## src/pwts_pkg.sv

```systemverilog
// Package holding register map, field layout and reset values of the PWM status and compare-A block.
package pwts_pkg;
   localparam int ADDR_W = 8;
   localparam logic [7:0] OFF_TB_STATUS = 8'h00;
   localparam logic [7:0] OFF_COMPARE_A_VALUE = 8'h04;
   localparam logic [7:0] OFF_CMP_CTRL = 8'h08;
   localparam logic [7:0] OFF_TB_CTRL = 8'h0C;
   localparam logic [7:0] OFF_ACT_CFG_A = 8'h10;
   localparam logic [7:0] OFF_ACT_CFG_B = 8'h14;
   localparam logic [7:0] OFF_IRQ_STATUS = 8'h18;
   localparam logic [7:0] OFF_IRQ_MASK = 8'h1C;
   localparam logic [7:0] OFF_COUNTER = 8'h20;
   // Time-base status fields.
   localparam int TBS_DIR = 0;
   localparam int TBS_SYNC = 1;
   localparam int TBS_MAX = 2;
   localparam logic [15:0] TBS_RESET = 16'h0001;
   // Compare control fields.
   localparam int CC_LOAD_LO = 0;
   localparam int CC_SHDW_DIS = 4;
   localparam int CC_SHDW_FULL = 8;
   localparam logic [1:0] LOAD_ZERO = 2'h0;
   localparam logic [1:0] LOAD_PRD = 2'h1;
   localparam logic [1:0] LOAD_ZERO_PRD = 2'h2;
   localparam logic [1:0] LOAD_NONE = 2'h3;
   localparam logic [15:0] COMPARE_A_VALUE_RESET = 16'h0000;
   localparam logic [15:0] COUNTER_MAX = 16'hFFFF;
   // Counter mode codes.
   localparam logic [1:0] MODE_UP = 2'h0;
   localparam logic [1:0] MODE_DOWN = 2'h1;
   localparam logic [1:0] MODE_UPDOWN = 2'h2;
   localparam logic [1:0] MODE_FREEZE = 2'h3;
   // Action codes.
   localparam logic [1:0] ACT_NONE = 2'h0;
   localparam logic [1:0] ACT_CLEAR = 2'h1;
   localparam logic [1:0] ACT_SET = 2'h2;
   localparam logic [1:0] ACT_TOGGLE = 2'h3;
   // Interrupt status bits.
   localparam int IRQ_MAX = 0;
   localparam int IRQ_SYNC = 1;
   localparam int IRQ_COMPARE_A_VALUE = 2;
endpackage

```

## src/pwts_action.sv

```systemverilog
// Action applier: turns a qualified compare event into an output level change.
module pwts_action
   import pwts_pkg::*;
(
   // Clock and reset.
   input wire logic mclk,
   input wire logic arst_n,
   // Event and configuration.
   input wire logic evt,
   input wire logic [1:0] action,
   // Output.
   output logic pwmOut
);
   always_ff @(posedge mclk or negedge arst_n) begin
      if (!arst_n) begin
         pwmOut <= 1'b0;
      end else if (evt) begin
         case (action)
            ACT_CLEAR: pwmOut <= 1'b0;
            ACT_SET: pwmOut <= 1'b1;
            ACT_TOGGLE: pwmOut <= ~pwmOut;
            default: pwmOut <= pwmOut;
         endcase
      end
   end
endmodule // pwts_action

```

## src/pwts_sync.sv

```systemverilog
// Two-flop synchroniser with rising-edge pulse for the external sync pin.
module pwts_sync (
   // Clock and reset.
   input wire logic mclk,
   input wire logic arst_n,
   // Pin and pulse.
   input wire logic pinIn,
   output logic risePulse
);
   logic s1Reg;
   logic s2Reg;
   logic s3Reg;
   always_ff @(posedge mclk or negedge arst_n) begin
      if (!arst_n) begin
         s1Reg <= 1'b0;
         s2Reg <= 1'b0;
         s3Reg <= 1'b0;
      end else begin
         s1Reg <= pinIn;
         s2Reg <= s1Reg;
         s3Reg <= s2Reg;
      end
   end
   assign risePulse = s2Reg & ~s3Reg;
endmodule // pwts_sync

```

## src/pwts_top.sv

```systemverilog
// Time-base status flags, compare-A channel with shadowing, and APB register slave.

// Behaviour
// - The max flag latches when the counter reaches 0xFFFF and clears on a written one.
// - The sync flag latches on each external sync event and clears on a written one.
// - The direction bit reads 1 while counting up and 0 while counting down, read-only.
// - The direction bit reads 1 after reset although the counter is frozen.
// - The active compare-A value is compared with the counter every cycle, raising an event on equality unless the counter mode is freeze.
// - The compare-A event is forwarded to the action stage.
// - Each qualified event does nothing, clears, sets or toggles an output per its configuration.
// - Compare-A shadowing is on after reset.
// - With shadow mode 0, accesses reach the shadow and the active copy loads on the selected event.
// - A readable shadow-full bit shows a pending shadow value.
// - With shadow mode 1, accesses reach the active copy directly.
// - Both copies share one address, selected by the shadow mode bit.
// - The counter mode resets to 11 (freeze); 00 up, 01 down, 10 up-down.
module pwts_top
   import pwts_pkg::*;
#(
   parameter int CNT_W = 16,
   parameter logic [15:0] PERIOD_RESET = 16'hFFFF
) (
   // Clock and reset.
   input wire logic mclk,
   input wire logic arst_n,
   // APB slave.
   input wire logic psel,
   input wire logic penable,
   input wire logic pwrite,
   input wire logic [ADDR_W-1:0] paddr,
   input wire logic [31:0] pwdata,
   output logic [31:0] prdata,
   output logic pready,
   output logic pslverr,
   // External sync pin.
   input wire logic sync_input,
   // Compare event and PWM outputs.
   output logic cmpAEvent,
   output logic pwm_out_a,
   output logic pwm_out_b,
   // Interrupt.
   output logic irq
);
   logic [CNT_W-1:0] timebase_counter_reg;
   logic countUp_reg;
   logic [1:0] counter_mode_reg;
   logic [15:0] period_reg;
   logic counter_max_flag_reg;
   logic sync_in_flag_reg;
   logic [15:0] cmpAActive_reg;
   logic [15:0] cmpAShadow_reg;
   logic compare_a_shadow_full_reg;
   logic compare_a_shadow_disable_reg;
   logic [1:0] compare_a_load_select_reg;
   logic [1:0] action_config_a_reg;
   logic [1:0] action_config_b_reg;
   logic [2:0] irqStatus_reg;
   logic [2:0] irqMask_reg;
   logic cmpAEvent_reg;
   logic syncPulse;
   logic wrEn;
   logic rdEn;
   logic mapped;
   logic atZero;
   logic atPeriod;
   logic loadEvent;
   logic maxHit;
   logic [15:0] statusView;
   logic [15:0] ctrlView;

   // Decodes whether an address lands on a register.
   function automatic logic isMapped(input logic [ADDR_W-1:0] a);
      case (a)
         OFF_TB_STATUS, OFF_COMPARE_A_VALUE, OFF_CMP_CTRL, OFF_TB_CTRL, OFF_ACT_CFG_A,
         OFF_ACT_CFG_B, OFF_IRQ_STATUS, OFF_IRQ_MASK, OFF_COUNTER: isMapped = 1'b1;
         default: isMapped = 1'b0;
      endcase
   endfunction

   // Zero-wait slave: every access completes in its first access cycle.
   assign pready = 1'b1;
   assign mapped = isMapped(paddr);
   assign pslverr = psel & penable & ~mapped;
   assign wrEn = psel & penable & pwrite & mapped;
   assign rdEn = psel & penable & ~pwrite;

   pwts_sync u_sync (
      .mclk(mclk),
      .arst_n(arst_n),
      .pinIn(sync_input),
      .risePulse(syncPulse)
   );

   // Time-base counter; sync reloads it to zero.
   always_ff @(posedge mclk or negedge arst_n) begin
      if (!arst_n) begin
         timebase_counter_reg <= '0;
         countUp_reg <= 1'b1;
      end else if (syncPulse) begin
         timebase_counter_reg <= '0;
      end else begin
         case (counter_mode_reg)
            MODE_UP: begin
               countUp_reg <= 1'b1;
               timebase_counter_reg <= atPeriod ? '0 : timebase_counter_reg + 1'b1;
            end
            MODE_DOWN: begin
               countUp_reg <= 1'b0;
               timebase_counter_reg <= atZero ? CNT_W'(period_reg) :
                  timebase_counter_reg - 1'b1;
            end
            MODE_UPDOWN: begin
               if (countUp_reg && atPeriod) begin
                  countUp_reg <= 1'b0;
                  timebase_counter_reg <= timebase_counter_reg - 1'b1;
               end else if (!countUp_reg && atZero) begin
                  countUp_reg <= 1'b1;
                  timebase_counter_reg <= timebase_counter_reg + 1'b1;
               end else if (countUp_reg) begin
                  timebase_counter_reg <= timebase_counter_reg + 1'b1;
               end else begin
                  timebase_counter_reg <= timebase_counter_reg - 1'b1;
               end
            end
            default: timebase_counter_reg <= timebase_counter_reg;
         endcase
      end
   end

   assign atZero = (timebase_counter_reg == '0);
   assign atPeriod = (timebase_counter_reg == CNT_W'(period_reg));
   assign maxHit = (timebase_counter_reg == CNT_W'(COUNTER_MAX));

   // Control registers written by software.
   always_ff @(posedge mclk or negedge arst_n) begin
      if (!arst_n) begin
         counter_mode_reg <= MODE_FREEZE;
         period_reg <= PERIOD_RESET;
         compare_a_shadow_disable_reg <= 1'b0;
         compare_a_load_select_reg <= LOAD_ZERO;
         action_config_a_reg <= ACT_NONE;
         action_config_b_reg <= ACT_NONE;
         irqMask_reg <= 3'h0;
      end else if (wrEn) begin
         case (paddr)
            OFF_TB_CTRL: begin
               counter_mode_reg <= pwdata[1:0];
               period_reg <= pwdata[31:16];
            end
            OFF_CMP_CTRL: begin
               compare_a_load_select_reg <= pwdata[CC_LOAD_LO +: 2];
               compare_a_shadow_disable_reg <= pwdata[CC_SHDW_DIS];
            end
            OFF_ACT_CFG_A: action_config_a_reg <= pwdata[1:0];
            OFF_ACT_CFG_B: action_config_b_reg <= pwdata[1:0];
            OFF_IRQ_MASK: irqMask_reg <= pwdata[2:0];
            default: ;
         endcase
      end
   end

   // Latched max and sync flags.
   always_ff @(posedge mclk or negedge arst_n) begin
      if (!arst_n) begin
         counter_max_flag_reg <= 1'b0;
         sync_in_flag_reg <= 1'b0;
      end else begin
         // Max flag set or cleared; set wins.
         if (maxHit) begin
            counter_max_flag_reg <= 1'b1;
         end else if (wrEn && paddr == OFF_TB_STATUS && pwdata[TBS_MAX]) begin
            counter_max_flag_reg <= 1'b0;
         end
         // Sync flag set or cleared; set wins.
         if (syncPulse) begin
            sync_in_flag_reg <= 1'b1;
         end else if (wrEn && paddr == OFF_TB_STATUS && pwdata[TBS_SYNC]) begin
            sync_in_flag_reg <= 1'b0;
         end
      end
   end

   // Load event chosen by the load-select field.
   always_comb begin
      case (compare_a_load_select_reg)
         LOAD_ZERO: loadEvent = atZero;
         LOAD_PRD: loadEvent = atPeriod;
         LOAD_ZERO_PRD: loadEvent = atZero | atPeriod;
         default: loadEvent = 1'b0;
      endcase
   end

   // Compare-A active and shadow copies.
   always_ff @(posedge mclk or negedge arst_n) begin
      if (!arst_n) begin
         cmpAActive_reg <= COMPARE_A_VALUE_RESET;
         cmpAShadow_reg <= COMPARE_A_VALUE_RESET;
         compare_a_shadow_full_reg <= 1'b0;
      end else begin
         if (wrEn && paddr == OFF_COMPARE_A_VALUE && compare_a_shadow_disable_reg) begin
            cmpAActive_reg <= pwdata[15:0];
         end else if (!compare_a_shadow_disable_reg && compare_a_shadow_full_reg &&
                      loadEvent) begin
            cmpAActive_reg <= cmpAShadow_reg;
         end
         if (wrEn && paddr == OFF_COMPARE_A_VALUE && !compare_a_shadow_disable_reg) begin
            // Write fills shadow; a new write beats a same-cycle transfer.
            cmpAShadow_reg <= pwdata[15:0];
            compare_a_shadow_full_reg <= 1'b1;
         end else if (compare_a_shadow_disable_reg || loadEvent) begin
            compare_a_shadow_full_reg <= 1'b0;
         end
      end
   end

   // Equality event, registered each cycle the counter matches outside freeze.
   always_ff @(posedge mclk or negedge arst_n) begin
      if (!arst_n) begin
         cmpAEvent_reg <= 1'b0;
      end else begin
         cmpAEvent_reg <= (timebase_counter_reg == CNT_W'(cmpAActive_reg)) &&
                          (counter_mode_reg != MODE_FREEZE);
      end
   end
   assign cmpAEvent = cmpAEvent_reg;

   pwts_action u_act_a (
      .mclk(mclk),
      .arst_n(arst_n),
      .evt(cmpAEvent_reg),
      .action(action_config_a_reg),
      .pwmOut(pwm_out_a)
   );

   pwts_action u_act_b (
      .mclk(mclk),
      .arst_n(arst_n),
      .evt(cmpAEvent_reg),
      .action(action_config_b_reg),
      .pwmOut(pwm_out_b)
   );

   // Sticky interrupt status, write one to clear, set wins.
   always_ff @(posedge mclk or negedge arst_n) begin
      if (!arst_n) begin
         irqStatus_reg <= 3'h0;
      end else begin
         for (int i = 0; i < 3; i++) begin
            if (i == IRQ_MAX ? maxHit : i == IRQ_SYNC ? syncPulse : cmpAEvent_reg) begin
               irqStatus_reg[i] <= 1'b1;
            end else if (wrEn && paddr == OFF_IRQ_STATUS && pwdata[i]) begin
               irqStatus_reg[i] <= 1'b0;
            end
         end
      end
   end
   assign irq = |(irqStatus_reg & irqMask_reg);

   // Reserved bits read zero; direction bit.
   always_comb begin
      statusView = 16'h0000;
      statusView[TBS_DIR] = countUp_reg;
      statusView[TBS_SYNC] = sync_in_flag_reg;
      statusView[TBS_MAX] = counter_max_flag_reg;
      ctrlView = 16'h0000;
      ctrlView[CC_LOAD_LO +: 2] = compare_a_load_select_reg;
      ctrlView[CC_SHDW_DIS] = compare_a_shadow_disable_reg;
      ctrlView[CC_SHDW_FULL] = compare_a_shadow_full_reg;
   end

   // Registered read data, valid in the setup cycle's following state.
   always_ff @(posedge mclk or negedge arst_n) begin
      if (!arst_n) begin
         prdata <= 32'h0000_0000;
      end else if (psel && !penable && !pwrite) begin
         case (paddr)
            OFF_TB_STATUS: prdata <= {16'h0000, statusView};
            OFF_COMPARE_A_VALUE: prdata <= {16'h0000, compare_a_shadow_disable_reg ?
                                 cmpAActive_reg : cmpAShadow_reg};
            OFF_CMP_CTRL: prdata <= {16'h0000, ctrlView};
            OFF_TB_CTRL: prdata <= {period_reg, 14'h0000, counter_mode_reg};
            OFF_ACT_CFG_A: prdata <= {30'h0000_0000, action_config_a_reg};
            OFF_ACT_CFG_B: prdata <= {30'h0000_0000, action_config_b_reg};
            OFF_IRQ_STATUS: prdata <= {29'h0000_0000, irqStatus_reg};
            OFF_IRQ_MASK: prdata <= {29'h0000_0000, irqMask_reg};
            OFF_COUNTER: prdata <= {16'h0000, 16'(timebase_counter_reg)};
            default: prdata <= 32'h0000_0000;
         endcase
      end else if (!rdEn) begin
         prdata <= prdata;
      end
   end
endmodule // pwts_top

```

## config.mk

```make
export PLATFORM = sky130hd
export DESIGN_NAME = pwts_top
export DESIGN_NICKNAME = d
export VERILOG_FILES = /design/src/pwts_pkg.sv /design/src/pwts_action.sv /design/src/pwts_sync.sv /design/src/pwts_top.sv
export SDC_FILE = /design/constraint.sdc
export NUM_CORES = 1
export LEC_CHECK = 0
export BUFFER_PORTS_ARGS = -buffer_cell sky130_fd_sc_hd__buf_2
export CORE_MARGIN = 4
export CORE_UTILIZATION = 30
export CTS_CLUSTER_DIAMETER = 150
export DETAILED_ROUTE_END_ITERATION = 10
export GPL_ROUTABILITY_DRIVEN = 0
export HOLD_SLACK_MARGIN = 0.02
export PLACE_DENSITY = 0.52
export SYNTH_ARGS = -nofsm -noshare
export SYNTH_HDL_FRONTEND = slang
export SYNTH_SLANG_ARGS = --single-unit
```

## constraint.sdc

```tcl
create_clock -name mclk -period 2.9 [get_ports mclk]
set_input_delay 0.58 -clock mclk [delete_from_list [all_inputs] [get_ports mclk]]
set_output_delay 0.58 -clock mclk [all_outputs]
set_load 0.02 [all_outputs]
```

==> impl_metrics.env, run 1 <==
export IMPL_grt_max_degree=77
export IMPL_synth_most_common_cell="dfrtp_1"
export IMPL_yosys_area_top_type="dfrtp_1"
export IMPL_cts_tree="done"
export IMPL_synth_edf_count=0
export IMPL_design_die_area_mm2=0.0264
export IMPL_multiInputGateArea_mm2=0.00379
export IMPL_hold_depth=1
export IMPL_viasPerCell=5.12
export IMPL_grt_total_usage=0.163
export IMPL_synthTopCellsByCount="102 x dfrtp_1, 72 x nand2_1, 54 x nor2_1, 48 x mux2_2, 42 x o21ai_0"
export IMPL_timing_hold_ws_ns=0.269
export IMPL_io_pins=84
export IMPL_synth_area_mm2=0.00716
export IMPL_min_path_type="in2reg"
export IMPL_fin_worst_skew_ns=0.00881
export IMPL_synthCells=732
export IMPL_hold_viol=0
export IMPL_yosysUniqueCellTypes=73
export IMPL_max_vdd_ir_drop_uv=253
export IMPL_fin_setup_tns_ns=0
export IMPL_critPathCaptureType="flop"
export IMPL_die_x_um=163
export IMPL_regMostFlops="prdata"
export IMPL_grt_pass1_wl_um=33800
export IMPL_timing_rr_start="timebase_counter_reg[1]$_DFFE_PN0P_"
export IMPL_grt_pass1_vias=5924
export IMPL_swShare=0.222
export IMPL_pwr_share_clk=0.524
export IMPL_combPwrFrac=0.049
export IMPL_path_clk_slew_ns=0.06
export IMPL_critPathLaunchType="flop"
export IMPL_largest_reg_flops=32
export IMPL_p_switching_uw=887
export IMPL_p_int_uw=3110
export IMPL_core_area_mm2=0.0235
export IMPL_async_reset_ff_frac=1.00
export IMPL_status="finished, final reports clean"
export IMPL_drt_iter0_drc=532
export IMPL_drc_errors=0
export IMPL_p_leak_uw=0.00387
export IMPL_yosys_most_used_dff="dfrtp_1"
export IMPL_wl_um=21200
export IMPL_max_freq_ghz=0.374
export IMPL_cp_arrival_ns=3.03
export IMPL_firstDrtPassIters=5
export IMPL_n_antenna_cell=0
export IMPL_rsz0062_at_grt="false"
export IMPL_clkSinkCount=121
export IMPL_crit_fanout=9
export IMPL_ys_seq_area_frac=0.426
export IMPL_syn_to_final_growth_pct=21.4
export IMPL_grt_ovfl_total=0
export IMPL_detail_route_antenna_nets=0
export IMPL_num_vias=5920
export IMPL_portBuffers=82
export IMPL_crit_type="reg2reg"
export IMPL_avgRoutedWirePerCell_um=18.4
export IMPL_synth_top_area_share=0.356
export IMPL_drive_gt1_frac=0.295
export IMPL_rows=56
export IMPL_hpwl_um=15700
export IMPL_drv_cap=0
export IMPL_cts_root_buf="clkbuf_16"
export IMPL_synth_area_leaders="dfrtp_1 36%, mux2_2 7.5%, dfstp_2 7.0%"
export IMPL_nets=882
export IMPL_power_frac_seq=0.426
export IMPL_ff2ff_setup_slack_ns=0.22
export IMPL_final_fill_count=2413
export IMPL_cts_max_path_buffers=2
export IMPL_ff_latch_area_mm2=0.00305
export IMPL_r2r_end="timebase_counter_reg[9]$_DFFE_PN0P_"
export IMPL_report_final_slew_viol_count=0
export IMPL_antenna_found_initial=0
export IMPL_synth_seq_cells=121
export IMPL_synth_nets=786
export IMPL_cp_required_ns=3.26
export IMPL_yosys_warnings=0
export IMPL_worst_pin_slew_ns=0.709
export IMPL_worst_skew_pair_late_latency_ns=0.42
export IMPL_r2r_worst_path_cells=10
export IMPL_start_util=0.305
export IMPL_setup_viol=0
export IMPL_ctsHtreeMaxLevel=4
export IMPL_hold_start="sync_input"
export IMPL_maxSlewHeadroom=0.523
export IMPL_fin_crit_ns=2.68
export IMPL_fin_crit_sh=0.923
export IMPL_avgSynthCellArea_um2=9.79
export IMPL_die_y_um=163
export IMPL_power_density_mw_per_mm2=459
export IMPL_hold_end="u_sync.s1Reg$_DFF_PN0_"
export IMPL_cts_made_buffers=17
-- per-layer routing --
layer,GRT usage,wire length [um],up-vias
met3,0.0364,969,38
met4,0.0604,536,0
met2,0.251,9690,159
li1,-,-,2830
met5,0,0,-
met1,0.224,10100,2893
-- worst max path at each step --
stage | slack, ns | depth (start not counted) | startpoint | to
3_5_place_dp | 0.26 | 10 | timebase_counter_reg[1]$_DFFE_PN0P_ | timebase_counter_reg[9]$_DFFE_PN0P_
6_report | 0.22 | 10 | timebase_counter_reg[1]$_DFFE_PN0P_ | timebase_counter_reg[9]$_DFFE_PN0P_
2_1_floorplan | 0.29 | 8 | paddr[2] | cmpAShadow_reg[10]$_DFFE_PN0P_
3_3_place_gp | 0.23 | 10 | timebase_counter_reg[1]$_DFFE_PN0P_ | timebase_counter_reg[9]$_DFFE_PN0P_
5_1_grt | 0.06 | 10 | timebase_counter_reg[1]$_DFFE_PN0P_ | timebase_counter_reg[9]$_DFFE_PN0P_
4_1_cts | 0.24 | 10 | timebase_counter_reg[1]$_DFFE_PN0P_ | timebase_counter_reg[9]$_DFFE_PN0P_
-- logic make-up after synthesis --
| family | share of synthesized area |
|---|---|
| compound gates | 0.158 |
| xor+xnor | 0.0704 |
| fa+ha+maj | 0.0140 |
| buf+inv | 0.0444 |
| flops | 0.426 |
| mux | 0.124 |
| other cells | 0.000524 |
| simple gates | 0.162 |
-- worst max-delay path, cell delays in order, from the launching register on --
cell and delay, ns:
dfrtp_1 0.40, inv_1 0.08, ha_1 0.24, nor4b_1 0.16, nand4_1 0.10, buf_4 0.18
a21boi_0 0.51, a31o_2 0.27, a21oi_1 0.11, a2111oi_0 0.43, a211o_1 0.15
-- power groups by stage --
stage / combinational (uW) / clock [uW] / sequential [uW]
2_1_floorplan: 86.9 / 0 / 1730
3_3_place_gp: 199 / 0 / 1730
3_5_place_dp: 198 / 0 / 1730
4_1_cts: 200 / 2160 / 1700
5_1_grt: 217 / 2220 / 1700
6_report: 198 / 2090 / 1700
-- cells in the final DEF (no fill, tap or decap), types with 3 or more instances in the layout --
cell type  netlist  final
a22o_1          18     18
dfstp_2         19     19
o221ai_1         3      3
nand2_1         72     72
and3_1           9      9
o21ai_0         42     42
xnor2_2          3      3
a31oi_1         10     10
and2_1           4      4
nand2b_1         4      4
xnor2_1         30     30
mux2i_1         29     29
nor4_1           8      8
nor4b_1          3      3
xor2_1          22     22
a22oi_1          8      8
nand4_1          8      8
buf_4            2     50
o211ai_1         7      7
o22ai_1          4      4
buf_2           10     81
mux2_2          48     48
a21o_1           9      9
a221o_1          6      6
dfrtp_1        102    102
or3_1            4      4
clkbuf_16        0     17
inv_1           12     12
a21oi_1         36     36
nor2b_1         11     11
nand3_1         18     18
nor3_1          11     11
a211oi_1         5      5
ha_1             8      8
nor2_1          54     54
clkbuf_8         0      4
nand3b_1         4      4
-- per-stage QoR --
stage	std cells	power (uW)	setup WS, ns	cell area (um2)	utilization
after global routing	1157	4140	0.0572	8700	0.371
after floorplan	732	1810	0.286	7160	-
final	1157	3990	0.224	8700	0.371
after CTS	1157	4060	0.236	8700	0.371
after global placement	1127	1930	0.234	8110	0.346
after detailed placement	1127	1930	0.261	8110	0.346
-- cell type report --
cell class	instances	area share
clock buffers	22	0.0557
clock inverters	7	0.0108
inverters	12	0.00518
multi-input cells	542	0.436
flip-flops and latches	121	0.351
well taps	319	0.0459
repair buffers	134	0.0955
-- what timing repair did --
action,4_1_cts,5_1_grt
gates resized for setup,0,0
hold endpoints to repair,11,0
setup endpoints to repair,0,0
hold buffers,1,0
buffers inserted,0,0
Power figures use the tool's default switching activity.
==> run 2: changes to the inputs <==
clock period = 2.8 ns   (was 2.9 ns; I/O delays follow)
==> run 2 against run 1 <==
Net effect:
- die area unchanged
- sequential share of layout area decreased by 0.086 points
- wire length increased by 1.3%
- utilization increased by 0.091 points
- non-clock buffer count increased by 4
- hold slack got worse by 0.015 ns
- global-route usage increased by 0.36 points
- sequential power increased by 4%
- critical path type unchanged
- highest routed layer unchanged
==> impl_metrics.env, run 2 (synthesis results as in run 1) <==
export IMPL_grt_pass1_vias=6020
export IMPL_fin_worst_skew_ns=0.0111
export IMPL_antenna_found_initial=0
export IMPL_cts_max_path_buffers=2
export IMPL_die_y_um=163
export IMPL_cp_arrival_ns=2.86
export IMPL_power_density_mw_per_mm2=469
export IMPL_maxSlewHeadroom=0.492
export IMPL_viasPerCell=5.17
export IMPL_hpwl_um=15800
export IMPL_rows=56
export IMPL_drive_gt1_frac=0.299
export IMPL_fin_setup_tns_ns=0
export IMPL_ctsHtreeMaxLevel=4
export IMPL_r2r_worst_path_cells=9
export IMPL_pre_cts_ws_ns=0.214
export IMPL_status="finished, final reports clean"
export IMPL_final_fill_count=2382
export IMPL_syn_to_final_growth_pct=21.7
export IMPL_layout_setup_ws_ns=0.242
export IMPL_grt_total_usage=0.166
export IMPL_crit_fanout=9
export IMPL_cts_made_buffers=17
export IMPL_post_cts_resized=0
export IMPL_max_vdd_ir_drop_uv=261
export IMPL_die_x_um=163
export IMPL_clkSinkCount=121
export IMPL_io_pins=84
export IMPL_design_area_mm2=0.00872
export IMPL_largest_reg_flops=32
export IMPL_cts_root_buf="clkbuf_16"
export IMPL_num_vias=6013
export IMPL_pwr_share_clk=0.519
export IMPL_report_final_slew_viol_count=0
export IMPL_path_clk_slew_ns=0.06
export IMPL_core_area_mm2=0.0235
export IMPL_setup_viol=0
export IMPL_ff2ff_setup_slack_ns=0.24
export IMPL_grt_pass1_wl_um=34400
export IMPL_rsz0062_at_grt="false"
export IMPL_regMostFlops="prdata"
export IMPL_power_frac_seq=0.431
export IMPL_grt_ovfl_total=0
export IMPL_drc_errors=0
export IMPL_layout_commonest_cell="dfrtp_1"
export IMPL_p_int_uw=3120
export IMPL_placed_area_mm2=0.00814
export IMPL_cp_required_ns=3.10
export IMPL_start_util=0.305
export IMPL_p_leak_uw=0.00388
export IMPL_min_path_type="in2reg"
export IMPL_final_cell_mix="102 x dfrtp_1, 81 x buf_2, 72 x nand2_1"
export IMPL_drv_cap=0
export IMPL_crit_type="reg2reg"
export IMPL_cts_tree="done"
export IMPL_portBuffers=82
export IMPL_nets=886
export IMPL_combPwrFrac=0.050
export IMPL_grt_max_degree=76
export IMPL_worst_skew_pair_late_latency_ns=0.42
export IMPL_n_antenna_cell=0
export IMPL_critPathLaunchType="flop"
export IMPL_design_die_area_mm2=0.0264
export IMPL_fin_crit_sh=0.913
export IMPL_p_switching_uw=967
export IMPL_swShare=0.237
export IMPL_drt_iter0_drc=540
export IMPL_detail_route_antenna_nets=0
export IMPL_fin_crit_ns=2.56
export IMPL_wl_um=21500
export IMPL_worst_pin_slew_ns=0.751
export IMPL_max_freq_ghz=0.391
export IMPL_firstDrtPassIters=7
export IMPL_hold_depth=1
export IMPL_avgRoutedWirePerCell_um=18.5
export IMPL_critPathCaptureType="flop"
export IMPL_hold_viol=0
[run 2: timing repair]
action,CTS,global route
hold endpoints to repair,8,0
hold buffers,1,0
setup buffers,0,0
[run 2: final cells by class]
cell class / instances / area (um2) / area share
Multi-Input combinational cell: 542 / 3790 / 0.435
Sequential cell: 121 / 3050 / 0.350
Timing Repair Buffer: 138 / 861 / 0.0987
Clock buffer: 22 / 474 / 0.0544
Tap cell: 319 / 399 / 0.0458
Clock inverter: 10 / 95.1 / 0.0109
Inverter: 12 / 45.0 / 0.00517
[run 2: stage by stage]
stage / hold WS (ns) / total power (uW) / util / cells
after global placement: 0.338 / 2000 / 0.347 / 1131
after floorplan: 0.264 / 1880 / - / 732
after CTS: 0.237 / 4140 / 0.371 / 1164
after global routing: 0.239 / 4240 / 0.371 / 1164
after detailed placement: 0.350 / 2000 / 0.347 / 1131
final: 0.254 / 4090 / 0.371 / 1164
[run 2: critical path, cell delays in order (launching register included)]
cell and delay [ns]:
dfrtp_1 0.45, buf_4 0.21, nor3_1 0.38, nand4_1 0.23
a21boi_0 0.20, buf_4 0.16, a31oi_1 0.37, a21oi_1 0.08
o221ai_1 0.26, nand3_1 0.10
[run 2: final timing paths]
check / startpoint / to
max: timebase_counter_reg[9]$_DFFE_PN0P_ / timebase_counter_reg[11]$_DFFE_PN0P_
min reg2reg: u_sync.s1Reg$_DFF_PN0_ / u_sync.s2Reg$_DFF_PN0_
max reg2reg: timebase_counter_reg[9]$_DFFE_PN0P_ / timebase_counter_reg[11]$_DFFE_PN0P_
min: sync_input / u_sync.s1Reg$_DFF_PN0_
min in group asynchronous: arst_n / timebase_counter_reg[3]$_DFFE_PN0P_
max in group asynchronous: arst_n / period_reg[11]$_DFFE_PN1P_
[run 2: power by group through the flow]
stage | combinational [uW] | sequential [uW] | clock (uW)
finish | 206 | 1760 | 2120
global route | 230 | 1760 | 2240
CTS | 210 | 1760 | 2170
detailed placement | 207 | 1790 | 0
global placement | 207 | 1790 | 0
floorplan | 90.0 | 1790 | 0
[run 2: routing by layer]
layer,GRT usage,vias to the layer above,share of wire
met4,0.0573,0,0.026
met2,0.259,163,0.46
met3,0.0309,41,0.041
li1,-,2840,-
met5,0,-,0
met1,0.232,2969,0.48
==> run 3: changes to the inputs <==
clock period = 2.6 ns   (was 2.8 ns; I/O delays follow)
==> run 3 against run 2 <==
Net effect:
- sequential power rose by 7%
- design area rose by 1.2%
- critical path depth shrank 1
- critical path type unchanged
- largest cell class unchanged
- combinational power rose by 11%
- clock skew grew 0.0050 ns
- register-to-register slack lost 0.06 ns
- largest power group unchanged
- count of clock-buffer cells in the layout down 4
- non-clock buffer count rose by 7
- final cell count rose by 0.69%
- power up 11%
- via count fell by 1.6%
==> impl_metrics.env, run 3 (synthesis results as in run 1) <==
export IMPL_max_vdd_ir_drop_uv=300
export IMPL_maxSlewHeadroom=0.525
export IMPL_max_freq_ghz=0.414
export IMPL_design_die_area_mm2=0.0264
export IMPL_die_x_um=163
export IMPL_detail_route_antenna_nets=0
export IMPL_p_leak_uw=0.00394
export IMPL_final_cell_mix="102 x dfrtp_1, 81 x buf_2, 72 x nand2_1"
export IMPL_critPathCaptureType="flop"
export IMPL_cts_setup_buffers=0
export IMPL_pwr_share_clk=0.532
export IMPL_die_y_um=163
export IMPL_fin_worst_skew_ns=0.0161
export IMPL_regMostFlops="prdata"
export IMPL_syn_to_final_growth_pct=23.2
export IMPL_postLayoutCoreUtil=0.376
export IMPL_grt_pass1_wl_um=34100
export IMPL_io_pins=84
export IMPL_path_clk_slew_ns=0.06
export IMPL_grt_pass1_vias=5931
export IMPL_p_switching_uw=1110
export IMPL_drive_gt1_frac=0.309
export IMPL_report_final_slew_viol_count=0
export IMPL_drt_iter0_drc=483
export IMPL_swShare=0.244
export IMPL_core_area_mm2=0.0235
export IMPL_hpwl_um=15800
export IMPL_hold_viol=0
export IMPL_layout_commonest_cell="dfrtp_1"
export IMPL_layout_setup_ws_ns=0.183
export IMPL_final_cells=1172
export IMPL_ff2ff_setup_slack_ns=0.18
export IMPL_ctsHtreeMaxLevel=4
export IMPL_largest_reg_flops=32
export IMPL_cts_made_buffers=17
export IMPL_dp_cells=1139
export IMPL_power_frac_seq=0.417
export IMPL_grt_total_usage=0.166
export IMPL_start_util=0.305
export IMPL_critPathLaunchType="flop"
export IMPL_post_cts_resized=0
export IMPL_slowest_stage="dfrtp_1"
export IMPL_drv_cap=0
export IMPL_worst_skew_pair_late_latency_ns=0.44
export IMPL_drc_errors=0
export IMPL_combPwrFrac=0.050
export IMPL_min_path_type="in2async"
export IMPL_pre_cts_ws_ns=0.0817
export IMPL_ff_latch_area_mm2=0.00305
export IMPL_cp_arrival_ns=2.71
export IMPL_status="finished, final reports clean"
export IMPL_p_int_uw=3430
export IMPL_cts_hold_buffers=0
export IMPL_num_vias=5916
export IMPL_portBuffers=82
export IMPL_wl_um=21800
export IMPL_path_cells="buf_4 > nor4_1 > nand4_1 > mux2_4 > buf_4 > mux2i_1 > a221oi_1 > a211oi_1"
export IMPL_cp_required_ns=2.90
export IMPL_antenna_found_initial=0
export IMPL_path_buf_inv=2
export IMPL_worst_pin_slew_ns=0.712
export IMPL_rsz0062_at_grt="false"
export IMPL_firstDrtPassIters=5
export IMPL_nets=893
export IMPL_crit_top_cell="buf_4"
export IMPL_avgRoutedWirePerCell_um=18.6
export IMPL_setup_viol=0
export IMPL_fin_setup_tns_ns=0
export IMPL_clkSinkCount=121
export IMPL_fin_crit_ns=2.42
export IMPL_p_total_uw=4540
export IMPL_r2r_worst_path_cells=8
export IMPL_cts_tree="done"
export IMPL_fin_crit_sh=0.930
export IMPL_viasPerCell=5.05
export IMPL_crit_type="reg2reg"
export IMPL_critPathMaxStageDelay_ns=0.42
export IMPL_cts_root_buf="clkbuf_16"
export IMPL_final_fill_count=2395
export IMPL_grt_max_degree=122
export IMPL_crit_fanout=11
export IMPL_cts_max_path_buffers=2
export IMPL_multiInputGateArea_mm2=0.00379
export IMPL_grt_ovfl_total=0
export IMPL_crit_family="simple AND/OR/NAND/NOR gates"
export IMPL_rows=56
export IMPL_power_density_mw_per_mm2=514
export IMPL_worst_path_stages=8
==> run 3: cell count changes in the layout (fill, tap and decap cells not counted), moves of 2 or more <==
| cell | before | now |
|---|---|---|
| clkbuf_1 | 2 | 0 |
| buf_4 | 54 | 60 |
| inv_6 | 0 | 5 |
| buf_12 | 2 | 4 |
| clkbuf_8 | 3 | 1 |
| clkinvlp_4 | 5 | 3 |
==> run 3: layout make-up <==
type                    instances  area share
clock buffers                  18      0.0498
diodes                          1    0.000283
flip-flops and latches        121       0.346
multi-input cells             542       0.430
repair buffers                145       0.106
well taps                     319      0.0452
inverters                      12     0.00510
clock inverters                14      0.0181
==> run 3: metal layers <==
layer | GRT usage | vias to the layer above | part of all wire
li1 | - | 2853 | -
met1 | 0.225 | 2874 | 0.47
met2 | 0.263 | 152 | 0.46
met3 | 0.0367 | 37 | 0.043
met4 | 0.0561 | 0 | 0.024
met5 | 0 | - | 0
==> run 3: power by group through the flow <==
stage | clock network [uW] | logic, uW | registers [uW]
floorplan | 0 | 96.9 | 1930
detailed placement | 0 | 232 | 1930
finish | 2420 | 229 | 1890
global placement | 0 | 232 | 1930
CTS | 2480 | 233 | 1890
global route | 2550 | 253 | 1890
==> run 3: worst paths after layout <==
path / from / to
worst max-delay path: timebase_counter_reg[4]$_DFFE_PN0P_ / timebase_counter_reg[15]$_DFFE_PN0P_
worst min-delay path: arst_n / timebase_counter_reg[7]$_DFFE_PN0P_
worst max register to register: timebase_counter_reg[4]$_DFFE_PN0P_ / timebase_counter_reg[15]$_DFFE_PN0P_
worst min register to register: u_sync.s1Reg$_DFF_PN0_ / u_sync.s2Reg$_DFF_PN0_
max in group asynchronous: arst_n / timebase_counter_reg[3]$_DFFE_PN0P_
min in group mclk: sync_input / u_sync.s1Reg$_DFF_PN0_
==> run 3: through the flow <==
step | area [um2] | hold slack [ns]
5_1_grt | 8820 | 0.186
2_1_floorplan | 7160 | 0.224
3_3_place_gp | 8230 | 0.337
6_report | 8830 | 0.172
4_1_cts | 8820 | 0.180
3_5_place_dp | 8230 | 0.341
==> run 3: worst reg2reg max path, delay by kind of cell (launching register included) <==
family | cells | cell delay (ns)
and+or+nand+nor | 2 | 0.58
muxes | 2 | 0.47
AOI/OAI and AO/OA | 2 | 0.43
DFF | 1 | 0.42
buffers and inverters | 2 | 0.39
